File: config.mk
export PLATFORM = sky130hd
export DESIGN_NAME = comparator_threshold_control
export DESIGN_NICKNAME = d
export VERILOG_FILES = /design/src/rtl/comparator_threshold_pkg.sv /design/src/rtl/comp_event_if.sv /design/src/rtl/comparator_threshold_control.sv /design/src/rtl/comp_result_sync.sv /design/src/rtl/comp_irq_ctrl.sv
export SDC_FILE = /design/constraint.sdc
export NUM_CORES = 1
export LEC_CHECK = 0
export BUFFER_PORTS_ARGS = -buffer_cell sky130_fd_sc_hd__clkbuf_2
export CORE_MARGIN = 5
export CORE_UTILIZATION = 41
export CTS_CLUSTER_DIAMETER = 60
export CTS_CLUSTER_SIZE = 24
export DETAILED_ROUTE_END_ITERATION = 16
export GPL_ROUTABILITY_DRIVEN = 0
export PLACE_DENSITY = 0.73
export SYNTH_ARGS = -nofsm -noshare
export SYNTH_HDL_FRONTEND = slang
export SYNTH_SLANG_ARGS = --single-unit
File: constraint.sdc
create_clock -name aclk -period 1.15 [get_ports aclk]
set_input_delay 0.115 -clock aclk [delete_from_list [all_inputs] [get_ports aclk]]
set_output_delay 0.115 -clock aclk [all_outputs]
set_load 0.02 [all_outputs]
File: src/rtl/comparator_threshold_pkg.sv
// constants for the comparator threshold control block
// assumes byte addressed 32-bit register words on an AXI4-Lite slave
package comparator_threshold_pkg;

    // =====================================================================
    // register byte offsets
    localparam logic [7:0] COMP_CTRL_OFF   = 8'hA0;
    localparam logic [7:0] DELAY_CTRL_OFF  = 8'hA4;
    localparam logic [7:0] CONV_CTRL2_OFF  = 8'hA8;
    localparam logic [7:0] IRQ_STATUS_OFF  = 8'hAC;
    localparam logic [7:0] IRQ_MASK_OFF    = 8'hB0;

    // =====================================================================
    // field positions
    localparam int LEVEL_LSB      = 2;
    localparam int LEVEL_W        = 6;
    localparam int LOOP_SEL_BIT   = 1;
    localparam int RESULT_BIT     = 0;
    localparam int COMP_EN_BIT    = 0;
    localparam int FILTER_DIS_BIT = 1;
    localparam int NONINV_SEL_BIT = 6;
    localparam int EV_RISE_BIT    = 0;
    localparam int EV_FALL_BIT    = 1;
    localparam int EV_W           = 2;

    // =====================================================================
    // reset values
    localparam logic [5:0] LEVEL_RST      = 6'h00;
    localparam logic       LOOP_SEL_RST   = 1'b0;
    localparam logic       COMP_EN_RST    = 1'b0;
    localparam logic       FILTER_DIS_RST = 1'b0;
    localparam logic       NONINV_SEL_RST = 1'b0;
    localparam logic [1:0] MASK_RST       = 2'h0;

    // =====================================================================
    // bus answers
    localparam logic [1:0] RESP_OKAY   = 2'b00;
    localparam logic [1:0] RESP_SLVERR = 2'b10;

endpackage

File: src/rtl/comp_event_if.sv
// carries the synchronised comparator result and its edges
// assumes one clock domain shared by producer and consumer
`timescale 1ns/1ns
`default_nettype none
interface comp_event_if;
    logic result;
    logic rise;
    logic fall;

    modport src (output result, output rise, output fall);
    modport dst (input result, input rise, input fall);
endinterface
`default_nettype wire

File: src/rtl/comparator_threshold_control.sv
// top of the comparator control: AXI4-Lite registers, analog selects,
// result synchronisation, shutdown request and interrupt
// assumes halt_mode comes from logic on aclk; comparator_raw is async
//
// Our own choice: register access over AXI4-Lite.
`timescale 1ns/1ns
`default_nettype none
module comparator_threshold_control #(
    parameter int ADDR_W = 8
) (
    input  wire logic              aclk,
    input  wire logic              aresetn,
    input  wire logic [ADDR_W-1:0] awaddr,
    input  wire logic              awvalid,
    output var  logic              awready,
    input  wire logic [31:0]       wdata,
    input  wire logic [3:0]        wstrb,
    input  wire logic              wvalid,
    output var  logic              wready,
    output var  logic [1:0]        bresp,
    output var  logic              bvalid,
    input  wire logic              bready,
    input  wire logic [ADDR_W-1:0] araddr,
    input  wire logic              arvalid,
    output var  logic              arready,
    output var  logic [31:0]       rdata,
    output var  logic [1:0]        rresp,
    output var  logic              rvalid,
    input  wire logic              rready,
    input  wire logic              comparator_raw,
    input  wire logic              halt_mode,
    output var  logic              noninv_input_select,
    output var  logic              loop_select,
    output var  logic [5:0]        threshold_level_field,
    output var  logic              comparator_enable,
    output var  logic              pwm_shutdown_request,
    output var  logic              irq
);
    // =====================================================================
    // register state
    logic       comparator_enable_bit;
    logic       filter_disable_bit;
    logic [1:0] irq_mask;
    logic [1:0] irq_status;
    logic [1:0] clear_bits;
    logic       comp_active;

    logic              aw_held;
    logic              w_held;
    logic [ADDR_W-1:0] aw_addr;
    logic [7:0]        w_byte;
    logic              w_lane;
    logic              do_write;
    logic              wr_hit;
    logic              do_read;
    logic              rd_hit;
    logic [7:0]        rd_byte;

    comp_event_if ev ();

    // =====================================================================
    // AXI4-Lite write path: address and data taken in either order
    assign awready  = !aw_held && !bvalid;
    assign wready   = !w_held && !bvalid;
    assign do_write = aw_held && w_held && !bvalid;

    always_ff @(posedge aclk) begin
        if (!aresetn) begin
            aw_held <= 1'b0;
            aw_addr <= '0;
        end else if (awvalid && awready) begin
            aw_held <= 1'b1;
            aw_addr <= awaddr;
        end else if (do_write) begin
            aw_held <= 1'b0;
        end
    end

    always_ff @(posedge aclk) begin
        if (!aresetn) begin
            w_held <= 1'b0;
            w_byte <= 8'h00;
            w_lane <= 1'b0;
        end else if (wvalid && wready) begin
            w_held <= 1'b1;
            w_byte <= wdata[7:0];
            w_lane <= wstrb[0];
        end else if (do_write) begin
            w_held <= 1'b0;
        end
    end

    always_comb begin
        wr_hit = 1'b1;
        unique case (aw_addr[7:0])
            comparator_threshold_pkg::COMP_CTRL_OFF:  wr_hit = 1'b1;
            comparator_threshold_pkg::DELAY_CTRL_OFF: wr_hit = 1'b1;
            comparator_threshold_pkg::CONV_CTRL2_OFF: wr_hit = 1'b1;
            comparator_threshold_pkg::IRQ_STATUS_OFF: wr_hit = 1'b1;
            comparator_threshold_pkg::IRQ_MASK_OFF:   wr_hit = 1'b1;
            default:                                  wr_hit = 1'b0;
        endcase
    end

    always_ff @(posedge aclk) begin
        if (!aresetn) begin
            bvalid <= 1'b0;
            bresp  <= comparator_threshold_pkg::RESP_OKAY;
        end else if (do_write) begin
            bvalid <= 1'b1;
            bresp  <= wr_hit ? comparator_threshold_pkg::RESP_OKAY
                             : comparator_threshold_pkg::RESP_SLVERR;
        end else if (bready) begin
            bvalid <= 1'b0;
        end
    end

    // =====================================================================
    // control registers; level changes reach the pins at once
    always_ff @(posedge aclk) begin
        if (!aresetn) begin
            threshold_level_field <= comparator_threshold_pkg::LEVEL_RST;
            loop_select           <= comparator_threshold_pkg::LOOP_SEL_RST;
        end else if (do_write && w_lane &&
                     aw_addr[7:0] == comparator_threshold_pkg::COMP_CTRL_OFF)
        begin
            threshold_level_field <= w_byte[comparator_threshold_pkg::LEVEL_LSB
                +: comparator_threshold_pkg::LEVEL_W];
            loop_select <= w_byte[comparator_threshold_pkg::LOOP_SEL_BIT];
        end
    end

    // comparator starts off, delay filter starts on
    always_ff @(posedge aclk) begin
        if (!aresetn) begin
            comparator_enable_bit <= comparator_threshold_pkg::COMP_EN_RST;
            filter_disable_bit    <=
                comparator_threshold_pkg::FILTER_DIS_RST;
        end else if (do_write && w_lane &&
                     aw_addr[7:0] == comparator_threshold_pkg::DELAY_CTRL_OFF)
        begin
            comparator_enable_bit <=
                w_byte[comparator_threshold_pkg::COMP_EN_BIT];
            filter_disable_bit    <=
                w_byte[comparator_threshold_pkg::FILTER_DIS_BIT];
        end
    end

    always_ff @(posedge aclk) begin
        if (!aresetn) begin
            noninv_input_select <= comparator_threshold_pkg::NONINV_SEL_RST;
        end else if (do_write && w_lane &&
                     aw_addr[7:0] == comparator_threshold_pkg::CONV_CTRL2_OFF)
        begin
            noninv_input_select <=
                w_byte[comparator_threshold_pkg::NONINV_SEL_BIT];
        end
    end

    always_ff @(posedge aclk) begin
        if (!aresetn) begin
            irq_mask <= comparator_threshold_pkg::MASK_RST;
        end else if (do_write && w_lane &&
                     aw_addr[7:0] == comparator_threshold_pkg::IRQ_MASK_OFF)
        begin
            irq_mask <= w_byte[1:0];
        end
    end

    // write one to clear
    always_comb begin
        clear_bits = 2'h0;
        if (do_write && w_lane &&
            aw_addr[7:0] == comparator_threshold_pkg::IRQ_STATUS_OFF) begin
            clear_bits = w_byte[1:0];
        end
    end

    // =====================================================================
    // analog side: halt mode overrides the enable bit
    assign comp_active       = comparator_enable_bit && !halt_mode;
    assign comparator_enable = comp_active;

    comp_result_sync u_sync (
        .aclk        (aclk),
        .aresetn     (aresetn),
        .comp_raw    (comparator_raw),
        .comp_active (comp_active),
        .ev          (ev)
    );

    // rising edges go to the delay filter only while it is enabled
    always_ff @(posedge aclk) begin
        if (!aresetn) begin
            pwm_shutdown_request <= 1'b0;
        end else begin
            pwm_shutdown_request <= ev.rise && !filter_disable_bit;
        end
    end

    comp_irq_ctrl #(
        .EV_W (comparator_threshold_pkg::EV_W)
    ) u_irq (
        .aclk       (aclk),
        .aresetn    (aresetn),
        .ev         (ev),
        .clear_bits (clear_bits),
        .mask       (irq_mask),
        .status     (irq_status),
        .irq        (irq)
    );

    // =====================================================================
    // AXI4-Lite read path
    assign arready = !rvalid;
    assign do_read = arvalid && arready;

    always_comb begin
        rd_byte = 8'h00;
        rd_hit  = 1'b1;
        unique case (araddr[7:0])
            comparator_threshold_pkg::COMP_CTRL_OFF: begin
                rd_byte = {threshold_level_field, loop_select,
                           ev.result};
            end
            comparator_threshold_pkg::DELAY_CTRL_OFF: begin
                rd_byte[comparator_threshold_pkg::COMP_EN_BIT] =
                    comparator_enable_bit;
                rd_byte[comparator_threshold_pkg::FILTER_DIS_BIT] =
                    filter_disable_bit;
            end
            comparator_threshold_pkg::CONV_CTRL2_OFF: begin
                rd_byte[comparator_threshold_pkg::NONINV_SEL_BIT] =
                    noninv_input_select;
            end
            comparator_threshold_pkg::IRQ_STATUS_OFF: rd_byte[1:0] = irq_status;
            comparator_threshold_pkg::IRQ_MASK_OFF:   rd_byte[1:0] = irq_mask;
            default: rd_hit = 1'b0;
        endcase
    end

    always_ff @(posedge aclk) begin
        if (!aresetn) begin
            rvalid <= 1'b0;
            rdata  <= 32'h0000_0000;
            rresp  <= comparator_threshold_pkg::RESP_OKAY;
        end else if (do_read) begin
            rvalid <= 1'b1;
            rdata  <= {24'h00_0000, rd_byte};
            rresp  <= rd_hit ? comparator_threshold_pkg::RESP_OKAY
                             : comparator_threshold_pkg::RESP_SLVERR;
        end else if (rready) begin
            rvalid <= 1'b0;
        end
    end
endmodule
`default_nettype wire

File: src/rtl/comp_result_sync.sv
// synchronises the analog comparator output and finds its edges
// assumes comp_raw is asynchronous to aclk
`timescale 1ns/1ns
`default_nettype none
module comp_result_sync (
    input  wire logic aclk,
    input  wire logic aresetn,
    input  wire logic comp_raw,
    input  wire logic comp_active,
    comp_event_if.src ev
);
    logic sync_a;
    logic sync_b;
    logic result;
    logic result_d;

    // =====================================================================
    // two stage synchroniser, first stage read only by the second
    always_ff @(posedge aclk) begin
        if (!aresetn) begin
            sync_a <= 1'b0;
            sync_b <= 1'b0;
        end else begin
            sync_a <= comp_raw;
            sync_b <= sync_a;
        end
    end

    // result forced low while the comparator is off
    always_ff @(posedge aclk) begin
        if (!aresetn) begin
            result   <= 1'b0;
            result_d <= 1'b0;
        end else begin
            result   <= sync_b & comp_active;
            result_d <= result;
        end
    end

    assign ev.result = result;
    assign ev.rise   = result & ~result_d;
    assign ev.fall   = ~result & result_d;
endmodule
`default_nettype wire

File: src/rtl/comp_irq_ctrl.sv
// sticky event status, mask and one level interrupt
// assumes clear pulses come from the bus slave on the same clock
`timescale 1ns/1ns
`default_nettype none
module comp_irq_ctrl #(
    parameter int EV_W = comparator_threshold_pkg::EV_W
) (
    input  wire logic            aclk,
    input  wire logic            aresetn,
    comp_event_if.dst            ev,
    input  wire logic [EV_W-1:0] clear_bits,
    input  wire logic [EV_W-1:0] mask,
    output var  logic [EV_W-1:0] status,
    output var  logic            irq
);
    logic [EV_W-1:0] events;

    always_comb begin
        events = '0;
        events[comparator_threshold_pkg::EV_RISE_BIT] = ev.rise;
        events[comparator_threshold_pkg::EV_FALL_BIT] = ev.fall;
    end

    // =====================================================================
    // a new event wins over a clear in the same cycle
    always_ff @(posedge aclk) begin
        if (!aresetn) begin
            status <= '0;
        end else begin
            status <= (status & ~clear_bits) | events;
        end
    end

    // level straight from the flops, so a mask write shows at once
    assign irq = |(status & mask);
endmodule
`default_nettype wire

* After elaboration in Yosys (flattened, before gate mapping) *
Index checks and enable logic that the tools add are counted.

storage, ports and cells
  register bits after elaboration = 52
  output and inout port bits = 52
  logic and storage cells = 85

cells by class
  eq/ne operators = 10
  muxes and demuxes = 16
  bitwise operators = 9
  reductions and logical operators = 28

operators by type and width
  cell                number
  $eq 8x8->1 const B  10
  $logic_and 1x1->1   15
  $mux 1              10
  $reduce_or 5->1     2
  $pmux 2 s4          1
  $reduce_bool 2->1   4
  $logic_not 1->1     6
  $mux 2              3
  $and 2x2->2         2
  $mux 4              1
  $and 1x1->1         3
  $not 1->1           2
  $not 2->2           1
  $or 2x2->2          1
  $pmux 1 s2          1
  $reduce_or 2->1     1

* Logic depth before layout (Yosys ltp) *
Gate-level depths: netlist of run 1.

  word-level depth = 8
  gate-level depth with buffers = 5

* Modules after synthesis *
From an unflattened synthesis of run 1, not the netlist that was laid out.

second synthesis, totals
  cell total of the unflattened synthesis = 243
  area, all modules = 2328.5 sq um

by module, submodules not included
  module                        instances  cells each  area an instance (sq um)  seq. area each (sq um)
  comparator_threshold_control  1          226         2133.3                    880.8
  comp_result_sync              1          10          117.6                     80.1
  comp_irq_ctrl                 1          7           77.6                      40.0

* Worst setup path before layout of run 1 *
OpenSTA, ideal clock, no wires.

  path kind = reg-to-reg
  from = register bvalid
  to = register w_byte[0]
  setup time = 0.076 ns
  data arrival time = 1.305 ns
  slack = -0.230 ns
  cell stages (with the launch flop) = 6
  buffers on the path = 1
  path through = dfxtp_1 nor2_1 and2_1 buf_2 nand2_1 a21boi_0

on the way
  word-level cells in the longest chain between the ends = 3

ends and longest elaborated chain
  what                    line                                 RTL
  start, declared         comparator_threshold_control.sv:21   output var logic bvalid,
  start signal, assigned  comparator_threshold_control.sv:107  bvalid <= 1'b0;
  start signal, assigned  comparator_threshold_control.sv:110  bvalid <= 1'b1;
  start signal, assigned  comparator_threshold_control.sv:114  bvalid <= 1'b0;
  $logic_not 1->1         comparator_threshold_control.sv:64   assign wready = !w_held && !bvalid;
  $logic_and 1x1->1       comparator_threshold_control.sv:64
  named net wready        comparator_threshold_control.sv:19   output var logic wready,
  $logic_and 1x1->1       comparator_threshold_control.sv:84   end else if (wvalid && wready) begin
  end signal, assigned    comparator_threshold_control.sv:86   w_byte <= wdata[7:0];
  end, declared           comparator_threshold_control.sv:51   logic [7:0] w_byte;

The timed path passes the listed nets, and every way through them passes these cells.
A chain may end at the register's enable or synchronous reset.

* Final worst setup path of run 1 *
  from = register bvalid
  to = output awready

on the way
  word-level cells in the longest chain between the ends = 2

ends and longest elaborated chain
  what               line                                RTL
  $logic_not 1->1    comparator_threshold_control.sv:63  assign awready = !aw_held && !bvalid;
  $logic_and 1x1->1  comparator_threshold_control.sv:63
  end, declared      comparator_threshold_control.sv:15  output var logic awready,

No other way between the ends.

==> impl_metrics.yaml, run 1 <==
synthesis:
  yosysWarnings: 0
  synth_cells: 257
  yosysTopAreaCellShare_pct: 44.5
  seq_area_frac_synth_pct: 44.5
  synthTopCellsByArea: "dfxtp_1 (45%), buf_4 (9.0%), nand2_1 (9.0%), a21boi_0 (4.0%), mux2i_1 (2.7%)"
  synthArstFlopShare_pct: 0
  synthDistinctLibCells: 39
  yosysTopAreaCell: "dfxtp_1"
  synth-edff-count: 0
  syn_area_mm2: 0.00225
  synth_flop_cell: "dfxtp_1"
  synth.avg_cell_area_um2: 8.74
  synth_seq_cells: 50
layout:
  fin_cells: 413
  diodes: 0
  drive_above_1_share_pct: 41.1
  fin_nets: 401
  area_growth_pct: 35.5
  mostFrequentLayoutCell: "clkbuf_2"
  mostFrequentLayoutCells: "clkbuf_2 (55), nand2_1 (51), dfxtp_1 (41)"
  fin_area_mm2: 0.00305
run_status:
  status: "finished, violations left"
  failed_checks: "negative setup slack"
grt:
  grt_pass1_wl_mm: 8.51
  grt.met1_usage_pct: 17.9
  met3_usage_pct: 3.16
  met2_usage_pct: 24.6
  antenna_found_initial: 0
  grt.total_usage_pct: 14.6
  grt-ovfl-total: 0
  grt_max_degree: 49
  grt_pass1_vias: 1885
  grt_most_used_layer: "met2"
floorplanning:
  chipWidth_um: 84.0
  pin_count: 113
  num_rows: 27
  start_util_pct: 41.6
  die_area_mm2: 0.00706
  die_h_um: 84.0
  core_mm2: 0.00541
worst_setup_path:
  crit_chain: "buf_6, nor2_4, buf_6, buf_8"
  critPathArrivalTime_ps: 1140
  cp.required_ps: 1030
  endpoint_kind: "primary output"
  crit_path_start_kind: "flop"
  crit_buf_inv: 3
  criticalPathCategory: "flop to primary output"
  crit_family: "flip-flops"
  worst_path_largest_cell_delay_ps: 380
  crit_top_cell: "buf_6"
  cp_max_fo: 5
  cp_slowest_cell: "dfxtp_4"
place:
  post-place-cells: 401
  io_buffers: 59
  placed_cell_area_mm2: 0.00271
  dp_hpwl_mm: 3.90
cts:
  cts.clk_slew.worst_paths_ps: 100
  cts_hold_buf: 0
  cts_buffers: 5
  cts_tree: "yes"
  insertion_delay_ps: 310
  cts_root_buf: "clkbuf_8"
  cts.sinks: 50
  cts_buffer_depth: 2
  h-tree-depth: 2
route:
  viasPerCell: 4.72
  firstDrtPassIters: 4
  drt_iter0_drc: 53
  vias: 1951
  detail_route.wl_per_cell_um: 12.6
  ant_nets: 0
  drc: 0
  routed_wl_mm: 5.19
sta:
  clock_skew_ps: 9.90
  fin_tns_setup_ps: -1160
  rsz0062_at_grt: "yes"
  period_needed_ps: 1260
  setup_viol: 17
  fmax_mhz: 794
  layout_setup_ws_ps: -109
  period_share_pct: 109
  drv_slew: 0
  finalHoldViolations: 0
power_and_ir_drop:
  power_mw: 3.50
  max-vdd-ir-drop_uv: 505
  p_leak_nw: 1.37
  powerDensity_mw_per_mm2: 1150
flow_run:
  drv_cap: 0
min_path:
  hold_class: "primary input to flop"
cells by family (layout without fill, tap and decap cells):
logic type / Yosys count / after routing / share of synthesized area (%)
muxes: 8 / 8 / 3.67
and+or+nand+nor: 104 / 105 / 24.1
AOI/OAI and AO/OA: 53 / 53 / 16.0
DFF: 50 / 50 / 44.5
buffers and inverters: 41 / 99 / 11.5
other: 1 / 26 / 0.167
per-stage QoR:
| step | hold WS, ps | utilization, % | setup slack, ps |
|---|---|---|---|
| 3_5_place_dp | 339 | 50.0 | -127 |
| 5_1_grt | 19.7 | 56.3 | -182 |
| 2_1_floorplan | 242 | - | -76.7 |
| 4_1_cts | 14.8 | 54.8 | -111 |
| 3_3_place_gp | 339 | 50.0 | -83.4 |
| 6_report | 13.9 | 56.3 | -109 |
flip-flops by register name, indices dropped and copies added, names as in the netlist, 2 cells and up:
signal and flops:
threshold_level_field 6, irq_mask 2, w_byte 8, aw_addr 8, rdata 8, u_irq.status 2
worst paths after layout:
| kind | start | to | slack [ps] | depth (start not counted) |
|---|---|---|---|---|
| max reg2reg | bvalid$_SDFFE_PN0P_ | irq_mask[1]$_SDFFE_PN0P_ | -100 | 4 |
| max | bvalid$_SDFFE_PN0P_ | awready | -110 | 4 |
| min | comparator_raw | u_sync.sync_a$_SDFF_PN0_ | 10 | 2 |
| min reg2reg | u_sync.sync_a$_SDFF_PN0_ | u_sync.sync_b$_SDFF_PN0_ | 450 | 1 |
final cells by class:
class | instances | area (µm²)
repair buffers | 87 | 599
multi-input cells | 192 | 1230
well taps | 72 | 90.1
clock buffers | 6 | 82.6
flip-flops and latches | 50 | 1010
inverters | 4 | 15.0
fillers | 502 | 2360
clock inverters | 2 | 17.5
layer usage:
layer	share of wire, %	vias to the layer above
met1	43	904
li1	-	984
met5	0	-
met3	5.2	10
met2	50	53
met4	2.1	0
synthesized netlist by cell type, types with 2 or more instances:
cell type  number
buf_4          27
nand2_1        54
o21ai_0         8
a21boi_1        8
dfxtp_1        50
inv_1           4
nor2_1          7
buf_2           3
o21ai_1         8
mux2i_1         6
clkbuf_1        7
a22o_1          6
a21oi_1         5
nand3_1        10
nand4_1         2
a21boi_0       12
nor3b_1         2
nor2b_1         7
and2_1          6
mux2_1          2
a32o_1          2
nand2b_1        3
nor3_1          2
power by group:
part	internal (mW)	switching, mW	total [mW]	leakage [nW]
logic	0.238	0.319	0.557	0.912
registers	1.79	0.0417	1.83	0.411
clock network	0.496	0.610	1.11	0.0514
total	2.52	0.970	3.50	1.37
what timing repair did:
| item | CTS | global route |
|---|---|---|
| endpoints found under the setup margin | 39 | 44 |
| gates cloned | 0 | 1 |
| resized for setup | 43 | 24 |
| setup buffers | 0 | 3 |
| pin swaps | 13 | 11 |
Power figures use the tool's default switching activity.
==> run 2, diff against run 1 <==
--- a/config.mk
+++ b/config.mk
@@ -12,7 +12,8 @@
 export CTS_CLUSTER_SIZE = 24
 export DETAILED_ROUTE_END_ITERATION = 16
 export GPL_ROUTABILITY_DRIVEN = 0
-export PLACE_DENSITY = 0.73
+export PLACE_DENSITY = 0.72
 export SYNTH_ARGS = -nofsm -noshare
 export SYNTH_HDL_FRONTEND = slang
+export SYNTH_HIERARCHICAL = 1
 export SYNTH_SLANG_ARGS = --single-unit
==> run 2 against run 1 <==
Effect of this change:
- the run still ends with negative setup slack left
- cell count is 2.4% lower
- largest power group unchanged
- critical path depth is 1 lower
- combinational power is 17% higher
==> impl_metrics.yaml, run 2 <==
run_status:
  status: "finished, violations left"
  failed_checks: "negative setup slack"
cts:
  cts_buffers: 5
  h-tree-depth: 2
  cts_tree: "yes"
  cts_buffer_depth: 2
  cts.sinks: 50
  cts.clk_slew.worst_paths_ps: 90
  cts_root_buf: "clkbuf_8"
  insertion_delay_ps: 300
power_and_ir_drop:
  power_mw: 3.99
  powerDensity_mw_per_mm2: 1250
  p_leak_nw: 1.45
  max-vdd-ir-drop_uv: 691
synthesis:
  synth_seq_cells: 50
  synth-edff-count: 0
  synth_flop_cell: "dfxtp_1"
  syn_area_mm2: 0.00233
  synth.most_common_cell: "dfxtp_1"
  synthTopCellsByArea: "dfxtp_1 (43%), mux2i_1 (15%), buf_4 (8.4%), nor2b_1 (7.5%), nand2_1 (3.7%)"
  yosysTopAreaCellShare_pct: 43.0
  synthArstFlopShare_pct: 0
  seq_area_frac_synth_pct: 43.0
  yosysWarnings: 6
  synth_cells: 243
  yosysTopAreaCell: "dfxtp_1"
  synthTopCellsByCount: "dfxtp_1 (50), mux2i_1 (34), nor2b_1 (28), buf_4 (26), nand2_1 (23)"
  synth.avg_cell_area_um2: 9.58
  synthDistinctLibCells: 39
sta:
  whs_ps: 15.4
  rsz0062_at_grt: "yes"
  setup_viol: 35
  period_needed_ps: 1600
  fin_tns_setup_ps: -6200
  finalHoldViolations: 0
  fmax_mhz: 625
  layout_setup_ws_ps: -451
  period_share_pct: 139
  clock_skew_ps: 6.41
  drv_slew: 0
route:
  ant_nets: 0
  detail_route.wl_per_cell_um: 13.3
  met3_length_um: 355
  viasPerCell: 4.71
  wl_met1_mm: 2.39
  drc: 0
  firstDrtPassIters: 4
  wl_met2_mm: 2.54
  top_layer: "met4"
  drt_iter0_drc: 57
  vias: 1900
  routed_wl_mm: 5.34
worst_setup_path:
  critPathCapture: "filter_disable_bit$_SDFFE_PN0P_"
  crit_path_start_kind: "flop"
  cp.required_ps: 1340
  cp-startpoint: "aw_addr[0]$_SDFFE_PN0P_"
  worst_path_largest_cell_delay_ps: 570
  regToRegSetupSlack_ps: -450
  reg2regPathDepth: 3
  r2r_start: "aw_addr[0]$_SDFFE_PN0P_"
  criticalPathCategory: "flop to flop"
  cp.depth: 3
  cp_slowest_cell: "or4b_4"
  critPathArrivalTime_ps: 1790
  endpoint_kind: "flop"
  cp_max_fo: 4
  crit_buf_inv: 0
  worstReg2RegEnd: "filter_disable_bit$_SDFFE_PN0P_"
  crit_family: "simple AND/OR/NAND/NOR gates"
  crit_chain: "or4b_4, or4_4, mux2i_1"
place:
  placed_cell_area_mm2: 0.00280
  io_buffers: 59
  post-place-cells: 388
  preCtsSetupSlack_ps: -442
  dp_hpwl_mm: 3.84
layout:
  fin_nets: 391
  reg_top3: "aw_addr (8), rdata (8), w_byte (8)"
  drive_above_1_share_pct: 41.4
  finish.utilization_pct: 58.0
  area_growth_pct: 37.2
  mostFrequentLayoutCell: "clkbuf_2"
  fin_area_mm2: 0.00319
  num-fill-cells: 488
  fin_cells: 403
  regArea_mm2: 0.00102
  diodes: 0
  multi_input_area_mm2: 0.00132
  mostFrequentLayoutCells: "clkbuf_2 (54), dfxtp_1 (41), mux2i_1 (34)"
grt:
  grt_max_degree: 60
  grt_pass1_wl_mm: 8.36
  grt.total_usage_pct: 14.1
  antenna_found_initial: 0
  grt_pass1_vias: 1828
  grt-ovfl-total: 0
floorplanning:
  start_util_pct: 42.3
  chipWidth_um: 85.4
  core_mm2: 0.00551
  die_h_um: 85.4
  die_area_mm2: 0.00729
  num_rows: 27
  pin_count: 113
flow_run:
  drv_cap: 0
min_path:
  hold-path-cell-count: 2
  hold_class: "primary input to flop"
[run 2: cell types whose count changed after synthesis, moves of 4 or more]
cell / before / now
o21ai_0: 8 / 4
o31ai_1: 0 / 5
o21ai_1: 8 / 2
a21boi_1: 8 / 0
a21boi_0: 12 / 0
o21a_1: 0 / 4
mux2i_1: 6 / 34
nand2_1: 54 / 23
nor2b_1: 7 / 28
a22o_1: 6 / 0
[run 2: power by group]
part           leakage, nW  internal, mW  switching, mW
clock network       0.0714         0.928          0.582
logic                0.963         0.306          0.346
registers            0.412          1.79         0.0378
[run 2: worst min path at each step]
stage	startpoint	to
after floorplan	aresetn	u_irq/status[0]$_SDFF_PN0_
after global placement	comparator_raw	u_sync/sync_a$_SDFF_PN0_
after detailed placement	comparator_raw	u_sync/sync_a$_SDFF_PN0_
after CTS	comparator_raw	u_sync/sync_a$_SDFF_PN0_
after global routing	comparator_raw	u_sync/sync_a$_SDFF_PN0_
final	comparator_raw	u_sync/sync_a$_SDFF_PN0_
[run 2: layout make-up]
class                   count  area share [%]
clock buffers               6            2.59
clock inverters             2            1.88
inverters                   1           0.118
multi-input cells         180            41.2
flip-flops and latches     50            31.8
well taps                  72            2.82
repair buffers             92            19.5
[run 2: what timing repair did]
item | 4_1_cts | 5_1_grt
hold buffers | 0 | 0
resized for setup | 33 | 28
gates cloned | 2 | 1
endpoints found under the setup margin | 39 | 46
setup buffers | 3 | 3
pin swaps | 7 | 4
[run 2: routing by layer]
layer | global-route usage [%] | vias up
li1 | - | 959
met1 | 17.8 | 878
met2 | 23.2 | 57
met3 | 3.98 | 6
met4 | 4.32 | 0
met5 | 0 | -
[run 2: logic make-up (layout without fill, tap and decap cells)]
logic type,count (synthesis),count (layout),synth area share [%]
AND/OR/NAND/NOR,96,96,24.4
flip-flops,50,50,43.0
buffers and inverters,38,101,10.3
multiplexers,35,35,15.1
AO/OA/AOI/OAI,23,23,7.04
other,1,26,0.161
==> run 3, diff against run 2 <==
==> constraint.sdc (replaced) <==
create_clock -name aclk -period 1.3 [get_ports aclk]
set_input_delay 0.13 -clock aclk [delete_from_list [all_inputs] [get_ports aclk]]
set_output_delay 0.13 -clock aclk [all_outputs]
set_load 0.02 [all_outputs]
==> run 3 against run 2 <==
Effect of this change:
- the run still ends with negative setup slack left
- cell count down 1.2%
- hold slack better by 29 ps
- fmax down 0.47%
- final area down 6.9%
- clock-buffer cell count unchanged
- die area unchanged
- routed wire length down 5.3%
- register-to-register slack better by 140 ps
- largest cell class unchanged
==> impl_metrics.yaml, run 3 (same netlist as run 2, synthesis figures left out) <==
run_status:
  status: "finished, violations left"
  failed_checks: "negative setup slack"
worst_setup_path:
  r2r_start: "aw_addr[0]$_SDFFE_PN0P_"
  endpoint_kind: "flop"
  worstReg2RegEnd: "comparator_enable_bit$_SDFFE_PN0P_"
  worst_path_largest_cell_delay_ps: 570
  criticalPathCategory: "flop to flop"
  reg2regPathDepth: 3
  critPathArrivalTime_ps: 1790
  crit_path_start_kind: "flop"
  cp.required_ps: 1480
  crit_buf_inv: 0
  regToRegSetupSlack_ps: -310
  crit_family: "simple AND/OR/NAND/NOR gates"
  crit_chain: "or4b_4, or4_4, mux2i_1"
  cp_slowest_cell: "or4b_4"
  cp_max_fo: 4
floorplanning:
  num_rows: 27
  die_area_mm2: 0.00729
  start_util_pct: 42.3
  chipWidth_um: 85.4
  pin_count: 113
  core_mm2: 0.00551
  die_h_um: 85.4
cts:
  cts_buffer_depth: 2
  h-tree-depth: 2
  cts_buffers: 5
  cts_root_buf: "clkbuf_8"
  cts_tree: "yes"
  cts.clk_slew.worst_paths_ps: 90
  cts.sinks: 50
  insertion_delay_ps: 300
layout:
  fin_nets: 386
  mostFrequentLayoutCells: "clkbuf_2 (59), dfxtp_1 (48), mux2i_1 (33)"
  fin_cells: 398
  reg_top3: "aw_addr (8), rdata (8), w_byte (8)"
  mostFrequentLayoutCell: "clkbuf_2"
  drive_above_1_share_pct: 34.7
  area_growth_pct: 27.8
  diodes: 0
  fin_area_mm2: 0.00298
route:
  met3_length_um: 344
  drc: 0
  firstDrtPassIters: 4
  wl_met1_mm: 2.12
  top_layer: "met4"
  wl_met2_mm: 2.53
  vias: 1894
  ant_nets: 0
  routed_wl_mm: 5.06
  drt_iter0_drc: 115
  viasPerCell: 4.76
  detail_route.wl_per_cell_um: 12.7
power_and_ir_drop:
  power_mw: 3.06
  powerDensity_mw_per_mm2: 1030
  p_leak_nw: 1.35
  max-vdd-ir-drop_uv: 528
grt:
  grt.total_usage_pct: 13.8
  grt_pass1_vias: 1860
  grt_max_degree: 37
  antenna_found_initial: 0
  grt-ovfl-total: 0
  grt_pass1_wl_mm: 8.31
place:
  preCtsSetupSlack_ps: -285
  io_buffers: 59
  dp_hpwl_mm: 3.88
  placed_cell_area_mm2: 0.00283
  post-place-cells: 389
sta:
  finalHoldViolations: 0
  fmax_mhz: 622
  drv_slew: 0
  fin_tns_setup_ps: -2930
  period_needed_ps: 1610
  rsz0062_at_grt: "yes"
  period_share_pct: 124
  setup_viol: 13
  layout_setup_ws_ps: -308
  clock_skew_ps: 12.7
flow_run:
  drv_cap: 0
min_path:
  hp-start: "comparator_raw"
  hold_end: "u_sync/sync_a$_SDFF_PN0_"
  hold-path-cell-count: 2
  hold_class: "primary input to flop"
run 3: changes by cell type in the layout (fill, tap and decap cells not counted), moves of 3 or more:
cell,before,now
dfxtp_2,7,1
o31ai_1,2,5
nor2_4,3,0
dfxtp_1,41,48
clkbuf_2,54,59
o21ai_2,3,0
buf_6,10,2
buf_8,3,0
nor2_1,2,5
run 3: per-layer routing:
layer  vias to the layer above  global-route usage (%)
met2                        57                    24.2
met3                         7                    3.50
met4                         0                    3.60
li1                        956                       -
met5                         -                       0
met1                       874                    16.7
run 3: layout make-up:
class,count,area [µm²]
Inverter,1,3.75
Timing Repair Buffer,87,551
Sequential cell,50,1010
Clock inverter,2,12.5
Tap cell,72,90.1
Multi-Input combinational cell,180,1230
Fill cell,509,2530
Clock buffer,6,82.6
run 3: where the power goes:
part	switching [mW]	internal [mW]
sequential	0.0303	1.58
clock	0.490	0.428
combinational	0.287	0.241
run 3: worst max-delay path by stage:
stage                                  from                                 end  depth (start not counted)
finish              aw_addr[0]$_SDFFE_PN0P_  comparator_enable_bit$_SDFFE_PN0P_                          3
global route        aw_addr[0]$_SDFFE_PN0P_  comparator_enable_bit$_SDFFE_PN0P_                          3
CTS                     bvalid$_SDFFE_PN0P_  comparator_enable_bit$_SDFFE_PN0P_                          3
detailed placement      bvalid$_SDFFE_PN0P_  comparator_enable_bit$_SDFFE_PN0P_                          3
global placement        bvalid$_SDFFE_PN0P_     filter_disable_bit$_SDFFE_PN0P_                          3
floorplan               bvalid$_SDFFE_PN0P_            loop_select$_SDFFE_PN0P_                          3
run 3: timing repair:
item / 4_1_cts / 5_1_grt
hold buffers: 0 / 0
resized for setup: 3 / 12
hold endpoints to repair: 0 / 0
setup buffers: 0 / 0
endpoints found under the setup margin: 14 / 31
cloned: 0 / 1
pin swaps: 2 / 0
run 3: through the flow:
step	hold WS [ps]	utilization (%)
floorplan	248	-
global placement	336	51.4
detailed placement	342	51.4
CTS	37.8	53.3
global route	28.9	54.0
finish	44.7	54.0
